==> src/inc/sci_pkg.sv <==
// Behaviour
// - While logging, store the first scan, then a scan only when pressure moved by the set increment.
// - Time command loads the clock with 24-hour hh:mm:ss.hh.
// - Date command loads the calendar as month, day, year.
// - Dump sends all logged scans, each session led by a new-cast mark.
// - Memory clear erases every logged scan.
// - Memory status reports absent memory or percentage used.
// - Detect setting takes two hex digits: attempt count then default rate code.
// - At power up try baud detection up to the count; zero skips it.
// - Rate codes 1,2 give 1200, then 2400 up to 38400 for 7.
// - Restore-defaults returns every setting to its factory value.
// - Receive disable makes later power ups ignore host characters; ignored characters still restart the idle timeout.
// - With receive disable, a return within 200 ms keeps reception on.
// - Receive enable makes later power ups accept host characters.
// - Idle timeout of 0 to 30 minutes enters logging; zero disables it.
// - Logging entered by timeout ends only at the next power up.
// - Scan waits the scan delay, in 20 ms steps, after each sample tick; ticks before sensor power-up or during a pending scan wait are dropped.
// - Sensors power up after the startup delay, in 20 ms steps.
// - Commands enable or disable the time and date fields of scans.
// - Analog off means no analog data is shown or logged.
// - One-channel shows channel 1, two-channel shows channels 1 and 2.
// - A header flag, set and cleared by commands, sends the header.
// - Commands take either case, end in return, accept short forms.
// - Link characters are eight data bits, no parity, one stop bit.
package sci_pkg;
   localparam int unsigned CLK_KHZ = 250_000;
   localparam int unsigned RXWIN_MS = 200;
   localparam int unsigned RXWIN_CYC = RXWIN_MS * CLK_KHZ;
   localparam int unsigned STEP_MS = 20;
   localparam int unsigned STEP_CYC = STEP_MS * CLK_KHZ;
   localparam longint unsigned MIN_MS = 60_000;
   localparam longint unsigned MIN_CYC = MIN_MS * CLK_KHZ;
   localparam logic [4:0] TMO_MAX = 5'h1E;
   localparam logic [7:0] HOUR_LIM = 8'h18;
   localparam logic [7:0] NUL = 8'h00;
   localparam logic [7:0] CASE_GAP = 8'h20;
   localparam logic [7:0] DEC = 8'h0A;
   localparam logic [3:0] HEX_ADJ = 4'h9;
   localparam logic [15:0] CENT = 16'h0064;
   localparam logic [15:0] TENTH = 16'h000A;
   localparam logic [15:0] BPS_1200 = 16'h04B0;
   localparam logic [15:0] BPS_2400 = 16'h0960;
   localparam logic [15:0] BPS_4800 = 16'h12C0;
   localparam logic [15:0] BPS_9600 = 16'h2580;
   localparam logic [15:0] BPS_19200 = 16'h4B00;
   localparam logic [15:0] BPS_38400 = 16'h9600;
   typedef struct packed {
      logic [15:0] inc_cent;
      logic [3:0] det_tries;
      logic [3:0] det_code;
      logic rx_off;
      logic [4:0] tmo_min;
      logic [7:0] scan_dly;
      logic [7:0] start_dly;
      logic show_time;
      logic show_date;
      logic ana_on;
      logic ana_two;
      logic hdr_on;
   } sci_cfg_s;
   localparam sci_cfg_s CFG_DEFAULT = '{
      inc_cent: 16'h0064, det_tries: 4'hA, det_code: 4'h5, rx_off: 1'b0,
      tmo_min: 5'h00, scan_dly: 8'h00, start_dly: 8'h00, show_time: 1'b1,
      show_date: 1'b1, ana_on: 1'b0, ana_two: 1'b0, hdr_on: 1'b1};
   typedef struct packed {
      logic [7:0] hour;
      logic [7:0] minute;
      logic [7:0] second;
      logic [7:0] hund;
   } sci_clk_s;
   typedef struct packed {
      logic [7:0] month;
      logic [7:0] day;
      logic [7:0] year;
   } sci_date_s;
   typedef enum logic [1:0] {
      PH_INIT = 2'b00,
      PH_DET = 2'b01,
      PH_CMD = 2'b11,
      PH_LOG = 2'b10
   } sci_phase_e;
   typedef struct packed {
      sci_phase_e ph;
      sci_cfg_s cfg;
      logic [3:0] tries;
      logic rx_dis_act;
      logic rx_ign;
      logic [31:0] win;
      logic [2:0][31:0] wd;
      logic [1:0] wi;
      logic [2:0] ci;
      logic [3:0][7:0] fl;
      logic [1:0] fi;
      logic [1:0] fdig;
      logic [7:0] hx;
      logic [1:0] hxn;
      logic [31:0] spre;
      logic [7:0] dcnt;
      logic sens_on;
      logic scan_wait;
      logic [39:0] ipre;
      logic [4:0] imin;
      logic [15:0] last_p;
      logic have_p;
      logic scan_go;
      logic log_store;
      logic cast_mark;
      logic dump_go;
      logic clr_go;
      logic mstat_go;
      logic rtc_ld;
      logic cal_ld;
      logic hdr_go;
      logic prompt_go;
      sci_clk_s rtc;
      sci_date_s cal;
   } sci_st_s;
endpackage : sci_pkg

==> src/logic/sci_cmd_interp.sv <==
`timescale 1ns/1ps
module sci_cmd_interp #(
   parameter int unsigned RXWIN_CYC = sci_pkg::RXWIN_CYC,
   parameter int unsigned STEP_CYC = sci_pkg::STEP_CYC,
   parameter longint unsigned MIN_CYC = sci_pkg::MIN_CYC
) (
   input wire logic core_clk,
   input wire logic reset_n,
   input wire logic rx_valid,
   input wire logic [7:0] rx_byte,
   input wire logic baud_fail,
   input wire logic baud_lock,
   input wire logic sample_tick,
   input wire logic press_valid,
   input wire logic [15:0] press_cent,
   input wire sci_pkg::sci_cfg_s nv_cfg,
   output sci_pkg::sci_cfg_s cfg,
   output logic det_busy,
   output logic [15:0] baud_bps,
   output logic rx_ignore,
   output logic logging,
   output logic sensor_pwr,
   output logic scan_go,
   output logic log_store,
   output logic cast_mark,
   output logic dump_go,
   output logic mem_clear_go,
   output logic mem_stat_go,
   output logic rtc_load,
   output sci_pkg::sci_clk_s rtc_set,
   output logic cal_load,
   output sci_pkg::sci_date_s cal_set,
   output logic hdr_go,
   output logic prompt_go,
   output logic ana1_en,
   output logic ana2_en
);
   import sci_pkg::*;

   sci_st_s s_q;
   sci_st_s s_d;

   function automatic logic [15:0] rate_of(input logic [3:0] code);
      logic [15:0] r;
      r = BPS_9600;
      unique case (code)
         4'h1, 4'h2: r = BPS_1200;
         4'h3: r = BPS_2400;
         4'h4: r = BPS_4800;
         4'h5: r = BPS_9600;
         4'h6: r = BPS_19200;
         4'h7: r = BPS_38400;
         default: r = BPS_9600;
      endcase
      return r;
   endfunction : rate_of

   always_comb begin
      logic [7:0] c;
      logic [7:0] d;
      logic [3:0] nib;
      logic is_dig;
      logic is_hex;
      logic busy;
      logic [7:0] tgt;
      logic [15:0] diff;
      logic [31:0] w0;
      logic [31:0] w1;
      logic [31:0] w2;
      c = rx_byte;
      d = NUL;
      nib = 4'h0;
      is_dig = 1'b0;
      is_hex = 1'b0;
      busy = 1'b0;
      tgt = 8'h00;
      diff = 16'h0000;
      w0 = s_q.wd[0];
      w1 = s_q.wd[1];
      w2 = s_q.wd[2];
      s_d = s_q;
      s_d.scan_go = 1'b0;
      s_d.log_store = 1'b0;
      s_d.cast_mark = 1'b0;
      s_d.dump_go = 1'b0;
      s_d.clr_go = 1'b0;
      s_d.mstat_go = 1'b0;
      s_d.rtc_ld = 1'b0;
      s_d.cal_ld = 1'b0;
      s_d.hdr_go = 1'b0;
      s_d.prompt_go = 1'b0;
      if (c >= "a" && c <= "z") begin
         c = c - CASE_GAP;
      end
      if (c >= "0" && c <= "9") begin
         is_dig = 1'b1;
         is_hex = 1'b1;
         d = {4'h0, c[3:0]};
         nib = c[3:0];
      end else if (c >= "A" && c <= "F") begin
         is_hex = 1'b1;
         nib = c[3:0] + HEX_ADJ;
      end
      // The settings live in nonvolatile storage, so they are fetched at power up.
      if (s_q.ph == PH_INIT) begin
         s_d.cfg = nv_cfg;
         s_d.tries = nv_cfg.det_tries;
         s_d.rx_dis_act = nv_cfg.rx_off;
         if (nv_cfg.det_tries == 4'h0) begin
            s_d.ph = PH_CMD;
            s_d.hdr_go = nv_cfg.hdr_on;
         end else begin
            s_d.ph = PH_DET;
         end
      end
      if (s_q.ph == PH_DET) begin
         if (baud_lock) begin
            s_d.ph = PH_CMD;
            s_d.hdr_go = s_q.cfg.hdr_on;
         end else if (baud_fail) begin
            s_d.tries = s_q.tries - 4'h1;
            if (s_q.tries == 4'h1) begin
               s_d.ph = PH_CMD;
               s_d.hdr_go = s_q.cfg.hdr_on;
            end
         end
      end
      // The listening window runs from power up, whatever the detection phase.
      if (s_q.rx_dis_act && !s_q.rx_ign) begin
         if (rx_valid && rx_byte == "\r") begin
            s_d.rx_dis_act = 1'b0;
         end else if (s_q.win == RXWIN_CYC - 1) begin
            s_d.rx_ign = 1'b1;
         end else begin
            s_d.win = s_q.win + 32'h1;
         end
      end
      if (s_q.ph == PH_CMD) begin
         if (rx_valid) begin
            s_d.ipre = 40'h0;
            s_d.imin = 5'h00;
         end else if (s_q.cfg.tmo_min != 5'h00) begin
            s_d.ipre = s_q.ipre + 40'h1;
            if (s_q.ipre == 40'(MIN_CYC - 1)) begin
               s_d.ipre = 40'h0;
               s_d.imin = s_q.imin + 5'h01;
               if (s_q.imin + 5'h01 >= s_q.cfg.tmo_min) begin
                  s_d.ph = PH_LOG;
               end
            end
         end
      end
      if (s_q.ph == PH_CMD && rx_valid && !s_q.rx_ign) begin
         if (c == "\r") begin
            s_d.prompt_go = 1'b1;
            if (w0[31:16] == "SE") begin
               if (w1[31:8] == "DEF") begin
                  s_d.cfg = CFG_DEFAULT;
               end else if (w1[31:16] == "IN") begin
                  s_d.cfg.inc_cent = 16'(s_q.fl[0] * CENT) +
                     ((s_q.fdig == 2'h1) ? 16'(s_q.fl[1] * TENTH) : 16'(s_q.fl[1]));
               end else if (w1 == "RXOF") begin
                  s_d.cfg.rx_off = 1'b1;
               end else if (w1 == {"RX", "ON"}) begin
                  s_d.cfg.rx_off = 1'b0;
               end else if (w1[31:24] == "D") begin
                  if (s_q.hxn == 2'h2) begin
                     s_d.cfg.det_tries = s_q.hx[7:4];
                     s_d.cfg.det_code = s_q.hx[3:0];
                  end
               end else if (w1[31:24] == "T") begin
                  if (s_q.fl[0] <= {3'h0, TMO_MAX} && s_q.fi == 2'h0) begin
                     s_d.cfg.tmo_min = s_q.fl[0][4:0];
                  end
               end else if (w1[31:16] == "SC") begin
                  if (w2[31:16] == "DA") begin
                     s_d.cfg.show_date = 1'b1;
                  end else if (w2[31:8] == "NOD") begin
                     s_d.cfg.show_date = 1'b0;
                  end else if (w2[31:8] == "NOT") begin
                     s_d.cfg.show_time = 1'b0;
                  end else if (w2[31:24] == "T") begin
                     s_d.cfg.show_time = 1'b1;
                  end else if (w2[31:24] == "D") begin
                     s_d.cfg.scan_dly = s_q.fl[0];
                  end
               end else if (w1[31:16] == "ST") begin
                  if (w2[31:8] == "NOH") begin
                     s_d.cfg.hdr_on = 1'b0;
                  end else if (w2[31:24] == "H") begin
                     s_d.cfg.hdr_on = 1'b1;
                  end else if (w2[31:24] == "D") begin
                     s_d.cfg.start_dly = s_q.fl[0];
                  end
               end else if (w1[31:24] == "A") begin
                  if (w2[31:16] == "OF") begin
                     s_d.cfg.ana_on = 1'b0;
                  end else if (w2[31:24] == "O") begin
                     s_d.cfg.ana_on = 1'b1;
                  end else if (w2[31:24] == "1") begin
                     s_d.cfg.ana_two = 1'b0;
                  end else if (w2[31:24] == "2") begin
                     s_d.cfg.ana_two = 1'b1;
                  end
               end
            end else if (w0[31:24] == "T" && (w0[23:16] == NUL || w0[23:16] == "I")) begin
               if (s_q.fi >= 2'h2 && s_q.fl[0] < HOUR_LIM) begin
                  s_d.rtc_ld = 1'b1;
                  s_d.rtc = {s_q.fl[0], s_q.fl[1], s_q.fl[2], s_q.fl[3]};
               end
            end else if (w0[31:16] == "DA") begin
               if (s_q.fi == 2'h2) begin
                  s_d.cal_ld = 1'b1;
                  s_d.cal = {s_q.fl[0], s_q.fl[1], s_q.fl[2]};
               end
            end else if (w0 == "DUMP") begin
               s_d.dump_go = 1'b1;
            end else if (w0 == "INIT") begin
               s_d.clr_go = 1'b1;
            end else if (w0[31:24] == "D" && w1[31:24] == "M") begin
               s_d.mstat_go = 1'b1;
            end
            s_d.wd = '0;
            s_d.wi = 2'h0;
            s_d.ci = 3'h0;
            s_d.fl = '0;
            s_d.fi = 2'h0;
            s_d.fdig = 2'h0;
            s_d.hx = 8'h00;
            s_d.hxn = 2'h0;
         end else if (c == " ") begin
            if (s_q.ci != 3'h0 && s_q.wi != 2'h3) begin
               s_d.wi = s_q.wi + 2'h1;
            end
            s_d.ci = 3'h0;
            s_d.fl = '0;
            s_d.fi = 2'h0;
            s_d.fdig = 2'h0;
            s_d.hx = 8'h00;
            s_d.hxn = 2'h0;
         end else begin
            // Only four letters of each word are kept; that is enough to tell commands apart.
            if (s_q.wi != 2'h3 && s_q.ci != 3'h4) begin
               s_d.wd[s_q.wi][(3 - s_q.ci) * 8 +: 8] = c;
               s_d.ci = s_q.ci + 3'h1;
            end
            if (is_dig) begin
               s_d.fl[s_q.fi] = 8'(s_q.fl[s_q.fi] * DEC + d);
               if (s_q.fi == 2'h1 && s_q.fdig != 2'h3) begin
                  s_d.fdig = s_q.fdig + 2'h1;
               end
            end else if ((c == ":" || c == "/" || c == ".") && s_q.fi != 2'h3) begin
               s_d.fi = s_q.fi + 2'h1;
            end
            if (is_hex) begin
               s_d.hx = {s_q.hx[3:0], nib};
               if (s_q.hxn != 2'h3) begin
                  s_d.hxn = s_q.hxn + 2'h1;
               end
            end
         end
      end
      // One prescaler serves both delays because they never overlap.
      busy = !s_q.sens_on || s_q.scan_wait;
      tgt = s_q.sens_on ? s_q.cfg.scan_dly : s_q.cfg.start_dly;
      if (s_q.ph != PH_INIT && busy) begin
         if (s_q.dcnt == tgt) begin
            s_d.dcnt = 8'h00;
            s_d.spre = 32'h0;
            if (!s_q.sens_on) begin
               s_d.sens_on = 1'b1;
            end else begin
               s_d.scan_wait = 1'b0;
               s_d.scan_go = 1'b1;
            end
         end else if (s_q.spre == STEP_CYC - 1) begin
            s_d.spre = 32'h0;
            s_d.dcnt = s_q.dcnt + 8'h01;
         end else begin
            s_d.spre = s_q.spre + 32'h1;
         end
      end else if (s_q.sens_on && sample_tick) begin
         s_d.scan_wait = 1'b1;
      end
      if (s_q.ph == PH_LOG && press_valid) begin
         diff = (press_cent >= s_q.last_p) ? press_cent - s_q.last_p : s_q.last_p - press_cent;
         if (!s_q.have_p || diff >= s_q.cfg.inc_cent) begin
            s_d.log_store = 1'b1;
            s_d.cast_mark = !s_q.have_p;
            s_d.last_p = press_cent;
            s_d.have_p = 1'b1;
         end
      end
   end

   always_ff @(posedge core_clk or negedge reset_n) begin
      if (!reset_n) begin
         s_q <= '{ph: PH_INIT, cfg: CFG_DEFAULT, default: '0};
      end else begin
         s_q <= s_d;
      end
   end

   assign cfg = s_q.cfg;
   assign det_busy = (s_q.ph == PH_DET);
   assign baud_bps = rate_of(s_q.cfg.det_code);
   assign rx_ignore = s_q.rx_ign || (s_q.ph == PH_LOG);
   assign logging = (s_q.ph == PH_LOG);
   assign sensor_pwr = s_q.sens_on;
   assign scan_go = s_q.scan_go;
   assign log_store = s_q.log_store;
   assign cast_mark = s_q.cast_mark;
   assign dump_go = s_q.dump_go;
   assign mem_clear_go = s_q.clr_go;
   assign mem_stat_go = s_q.mstat_go;
   assign rtc_load = s_q.rtc_ld;
   assign rtc_set = s_q.rtc;
   assign cal_load = s_q.cal_ld;
   assign cal_set = s_q.cal;
   assign hdr_go = s_q.hdr_go;
   assign prompt_go = s_q.prompt_go;
   assign ana1_en = s_q.cfg.ana_on;
   assign ana2_en = s_q.cfg.ana_on && s_q.cfg.ana_two;
endmodule : sci_cmd_interp

==> config.mk <==
export PLATFORM = sky130hd
export DESIGN_NAME = sci_cmd_interp
export DESIGN_NICKNAME = d
export VERILOG_FILES = /design/src/inc/sci_pkg.sv /design/src/logic/sci_cmd_interp.sv
export SDC_FILE = /design/constraint.sdc
export NUM_CORES = 1
export LEC_CHECK = 0
export BUFFER_PORTS_ARGS = -buffer_cell sky130_fd_sc_hd__buf_2
export CAP_MARGIN = 30
export CORE_ASPECT_RATIO = 0.6
export CORE_UTILIZATION = 60
export CTS_BUF_LIST = sky130_fd_sc_hd__clkbuf_4
export DETAILED_ROUTE_END_ITERATION = 6
export GPL_TIMING_DRIVEN = 0
export PLACE_DENSITY = 0.83
export SLEW_MARGIN = 10
export SYNTH_ARGS = -nofsm -noshare
export SYNTH_HDL_FRONTEND = slang
export SYNTH_SLANG_ARGS = --single-unit
==> constraint.sdc <==
create_clock -name core_clk -period 10.77 [get_ports core_clk]
set_input_delay 1.6155 -clock core_clk [delete_from_list [all_inputs] [get_ports core_clk]]
set_output_delay 1.6155 -clock core_clk [all_outputs]
set_load 0.005 [all_outputs]
==> metrics <==
number of global-route vias before repair=10862; largest family of logic cells by synthesized area=simple AND/OR/NAND/NOR gates; number of synthesized register bits=261; commonest non-fill, non-tap cell in the layout=dfrtp_1; HP Class=flip-flop to flip-flop; xor/xnor share of the synthesized area=0.0712; initial antenna violation count=1; top_reg_cell synth=dfrtp_1; Slew Limit Fails=0; Crit Path Max Fanout=10; post-synthesis adder-cell area fraction=0.0564; Slew HR=0.411; Final #Nets=1902; first-pass GRT wire length=53.9 mm; Setup TNS=0 ps; gpl congestion=0.921; H-tree depth=2; switching share of power=0.252; max-cap violation count=0; CTS tree=yes; Int Pwr=1490 µW; PD cells=121 nW/µm²; clock buffer depth=3; most frequent cells in the layout=dfrtp_1, buf_2, nand2_1, buf_4, nor2_1; EDFF count, synth=0; DP HPWL=24.4 mm; Post CTS Setup Buffer Count=0; critical path type=input pin to flip-flop; Die X=199 µm; Final Critical Period=5560 ps; outcome=finished clean; fraction of registers with async set/reset=1.00; pin count of the biggest net entering global routing=116; flop2flop setup slack=5940 ps; clk root buf=clkbuf_4; final hold violation count=0; Final Skew=49.8 ps; final setup violation count=0; Max Freq=180 MHz; Pwr Total=1990 µW; CTS Hold Buffers Added=0; power share of the clock group=0.416; Routed Antenna Nets=0; Skew-Pair Late Insertion Delay=720 ps; vias post-DR=11195; Sink Count=261; drc violations=0; Post-Synthesis Cells=1469; grt ovf=0; drt total wl=33.1 mm; Mean Syn Cell Area=9.55 µm²; startpoint types=input pin; Die ar.=24000 µm²; Cell Area, Synth=14000 µm²; RSZ-0062 raised after global routing=false; die height=120 µm; Warnings, synthesis=0; Flop pwr share=0.509; drt first-iter violations=811; core box area=22500 µm²; share of post-route cells with drive strength above 1=0.267; total CTS buffers=60; WL/cell=15.6 µm; Rows=42; post_cts resized=0; Detailed Routing Iterations Pass 1=5; P_sw=503 µW; Global Route Usage Sum=0.283; Static Leak=0.00838 µW; CTS clk-pin slew, worst paths=70 ps; Starting Density=0.624; distinct cell type count after synthesis=76; Post-Synth Simple-Gate Area=0.187; Via density=5.29; combinational share of power=0.075; IO Count=221; critical path required time=11390 ps; synth-to-layout area growth=17.0%; Peak VDD IR=0.0000677 V; Synth Area in Compound Gates=0.0815; mux contribution to synthesized area=0.0255; Critical Path Sink Type=flip-flop; port buffer count=216; register area share after synthesis=0.467; final period utilization=0.516; worst slew pin tran=880 ps; WP data arrival=6180 ps
## metal layers
metal / wire [µm] / vias to the layer above / GRT usage / share of wire
met3: 2200 / 62 / 0.0530 / 0.066
met4: 690 / 0 / 0.0892 / 0.021
met2: 14100 / 397 / 0.407 / 0.43
li1: - / 5351 / - / -
met5: 0 / - / 0 / 0
met1: 16100 / 5385 / 0.431 / 0.49
## synth_stat cells (3+ instances only)
cell type    n  area share
dfrtp_1    251        0.45
nand2_1    194       0.052
buf_4      116       0.062
nor2_1     113       0.030
inv_1       79       0.021
clkbuf_1    74       0.020
o21ai_0     62       0.022
xnor2_1     61       0.038
ha_1        60       0.054
nand3_1     58       0.021
xor2_1      53       0.033
a21oi_1     36       0.013
mux2i_1     29       0.021
and3_1      28       0.012
nand4_1     24       0.011
a21o_1      20       0.011
nor3_1      15      0.0054
buf_2       14      0.0050
nor2b_1     14      0.0062
and2_1      12      0.0054
nand2b_1    11      0.0049
nor4_1      11      0.0049
dfstp_2     10       0.019
and4_1       9      0.0056
a31oi_1      8      0.0036
nor4b_1      7      0.0044
o31ai_1      7      0.0037
or3_1        7      0.0031
o211ai_1     6      0.0032
o21bai_1     6      0.0032
buf_6        4      0.0032
nor3b_1      4      0.0021
o21ai_1      4      0.0014
a221oi_1     3      0.0019
mux2_1       3      0.0024
mux2_2       3      0.0024
nor4_4       3      0.0045
or2_2        3      0.0013
## kinds of logic (layout without fill, tap and decap cells)
| logic type | count (synthesis) | count (layout) |
|---|---|---|
| xor+xnor | 114 | 114 |
| fa+ha+maj | 62 | 62 |
| buf+inv | 288 | 618 |
| flops | 261 | 261 |
| other cells | 1 | 11 |
| mux | 35 | 35 |
| compound gates | 177 | 177 |
| simple gates | 531 | 531 |
## power by group through the flow
| stage | sequential [µW] | clock, µW | combinational [µW] |
|---|---|---|---|
| final | 1010 | 830 | 149 |
| after global routing | 1020 | 900 | 166 |
| after CTS | 1010 | 850 | 149 |
| after detailed placement | 1030 | 0 | 148 |
| after global placement | 1030 | 0 | 139 |
| after floorplan | 1030 | 0 | 86.5 |
## metrics by stage
step | cell area, µm² | setup slack, ps | instances | hold slack [ps] | util
after CTS | 16400 | 5360 | 2116 | 463 | 0.729
after detailed placement | 15600 | 4610 | 2004 | 447 | 0.693
after global placement | 15500 | 3430 | 2002 | 438 | 0.690
after floorplan | 14100 | 5480 | 1478 | 416 | -
after global routing | 16400 | 5000 | 2117 | 472 | 0.730
final | 16400 | 5210 | 2117 | 458 | 0.730
## sequential cells by signal (all words and copies together), names as in the netlist
signal        flops
cfg              50
rtc_load          1
dump_go           1
s_q             143
log_store         1
cast_mark         1
cal_set          24
prompt_go         1
scan_go           1
hdr_go            1
sensor_pwr        1
rtc_set          32
mem_clear_go      1
mem_stat_go       1
ana1_en           1
cal_load          1
## critical path: stages
cell and delay, ps:
buf_2 110, inv_1 80, ha_1 150, inv_1 70
fa_1 380, nand3_1 140, a311oi_1 130, nor4b_2 330
a31oi_4 160, buf_6 190, o31ai_1 500, nand2_1 190
a221oi_2 330, ha_1 190, nand4_1 140, nor2_1 190
nand2_1 80, nand4b_1 90, nor2_1 60, o22ai_1 130
buf_2 290, buf_2 390, mux2i_1 250
## layout make-up
type	count	area, µm²
diodes	1	2.50
fillers	1706	6080
repair buffers	218	1150
plain buffers	209	1270
inverters	79	297
clock buffers	89	668
multi-input cells	929	5950
clock inverters	23	146
flip-flops and latches	261	6540
well taps	308	385
## final timing paths
kind	cells past startpoint	startpoint	to
hold reg to reg	1	cal_set[3]$_DFFE_PN0P_	cal_set[3]$_DFFE_PN0P_
min in group asynchronous	1	reset_n	cal_set[23]$_DFFE_PN0P_
hold / removal	1	cal_set[3]$_DFFE_PN0P_	cal_set[3]$_DFFE_PN0P_
max in group asynchronous	3	reset_n	cfg[29]$_DFF_PN1_
setup / recovery	23	press_cent[0]	s_q[73]$_DFFE_PN0P_
setup reg to reg	21	s_q[75]$_DFFE_PN0P_	s_q[73]$_DFFE_PN0P_
Power figures use the tool's default switching activity.
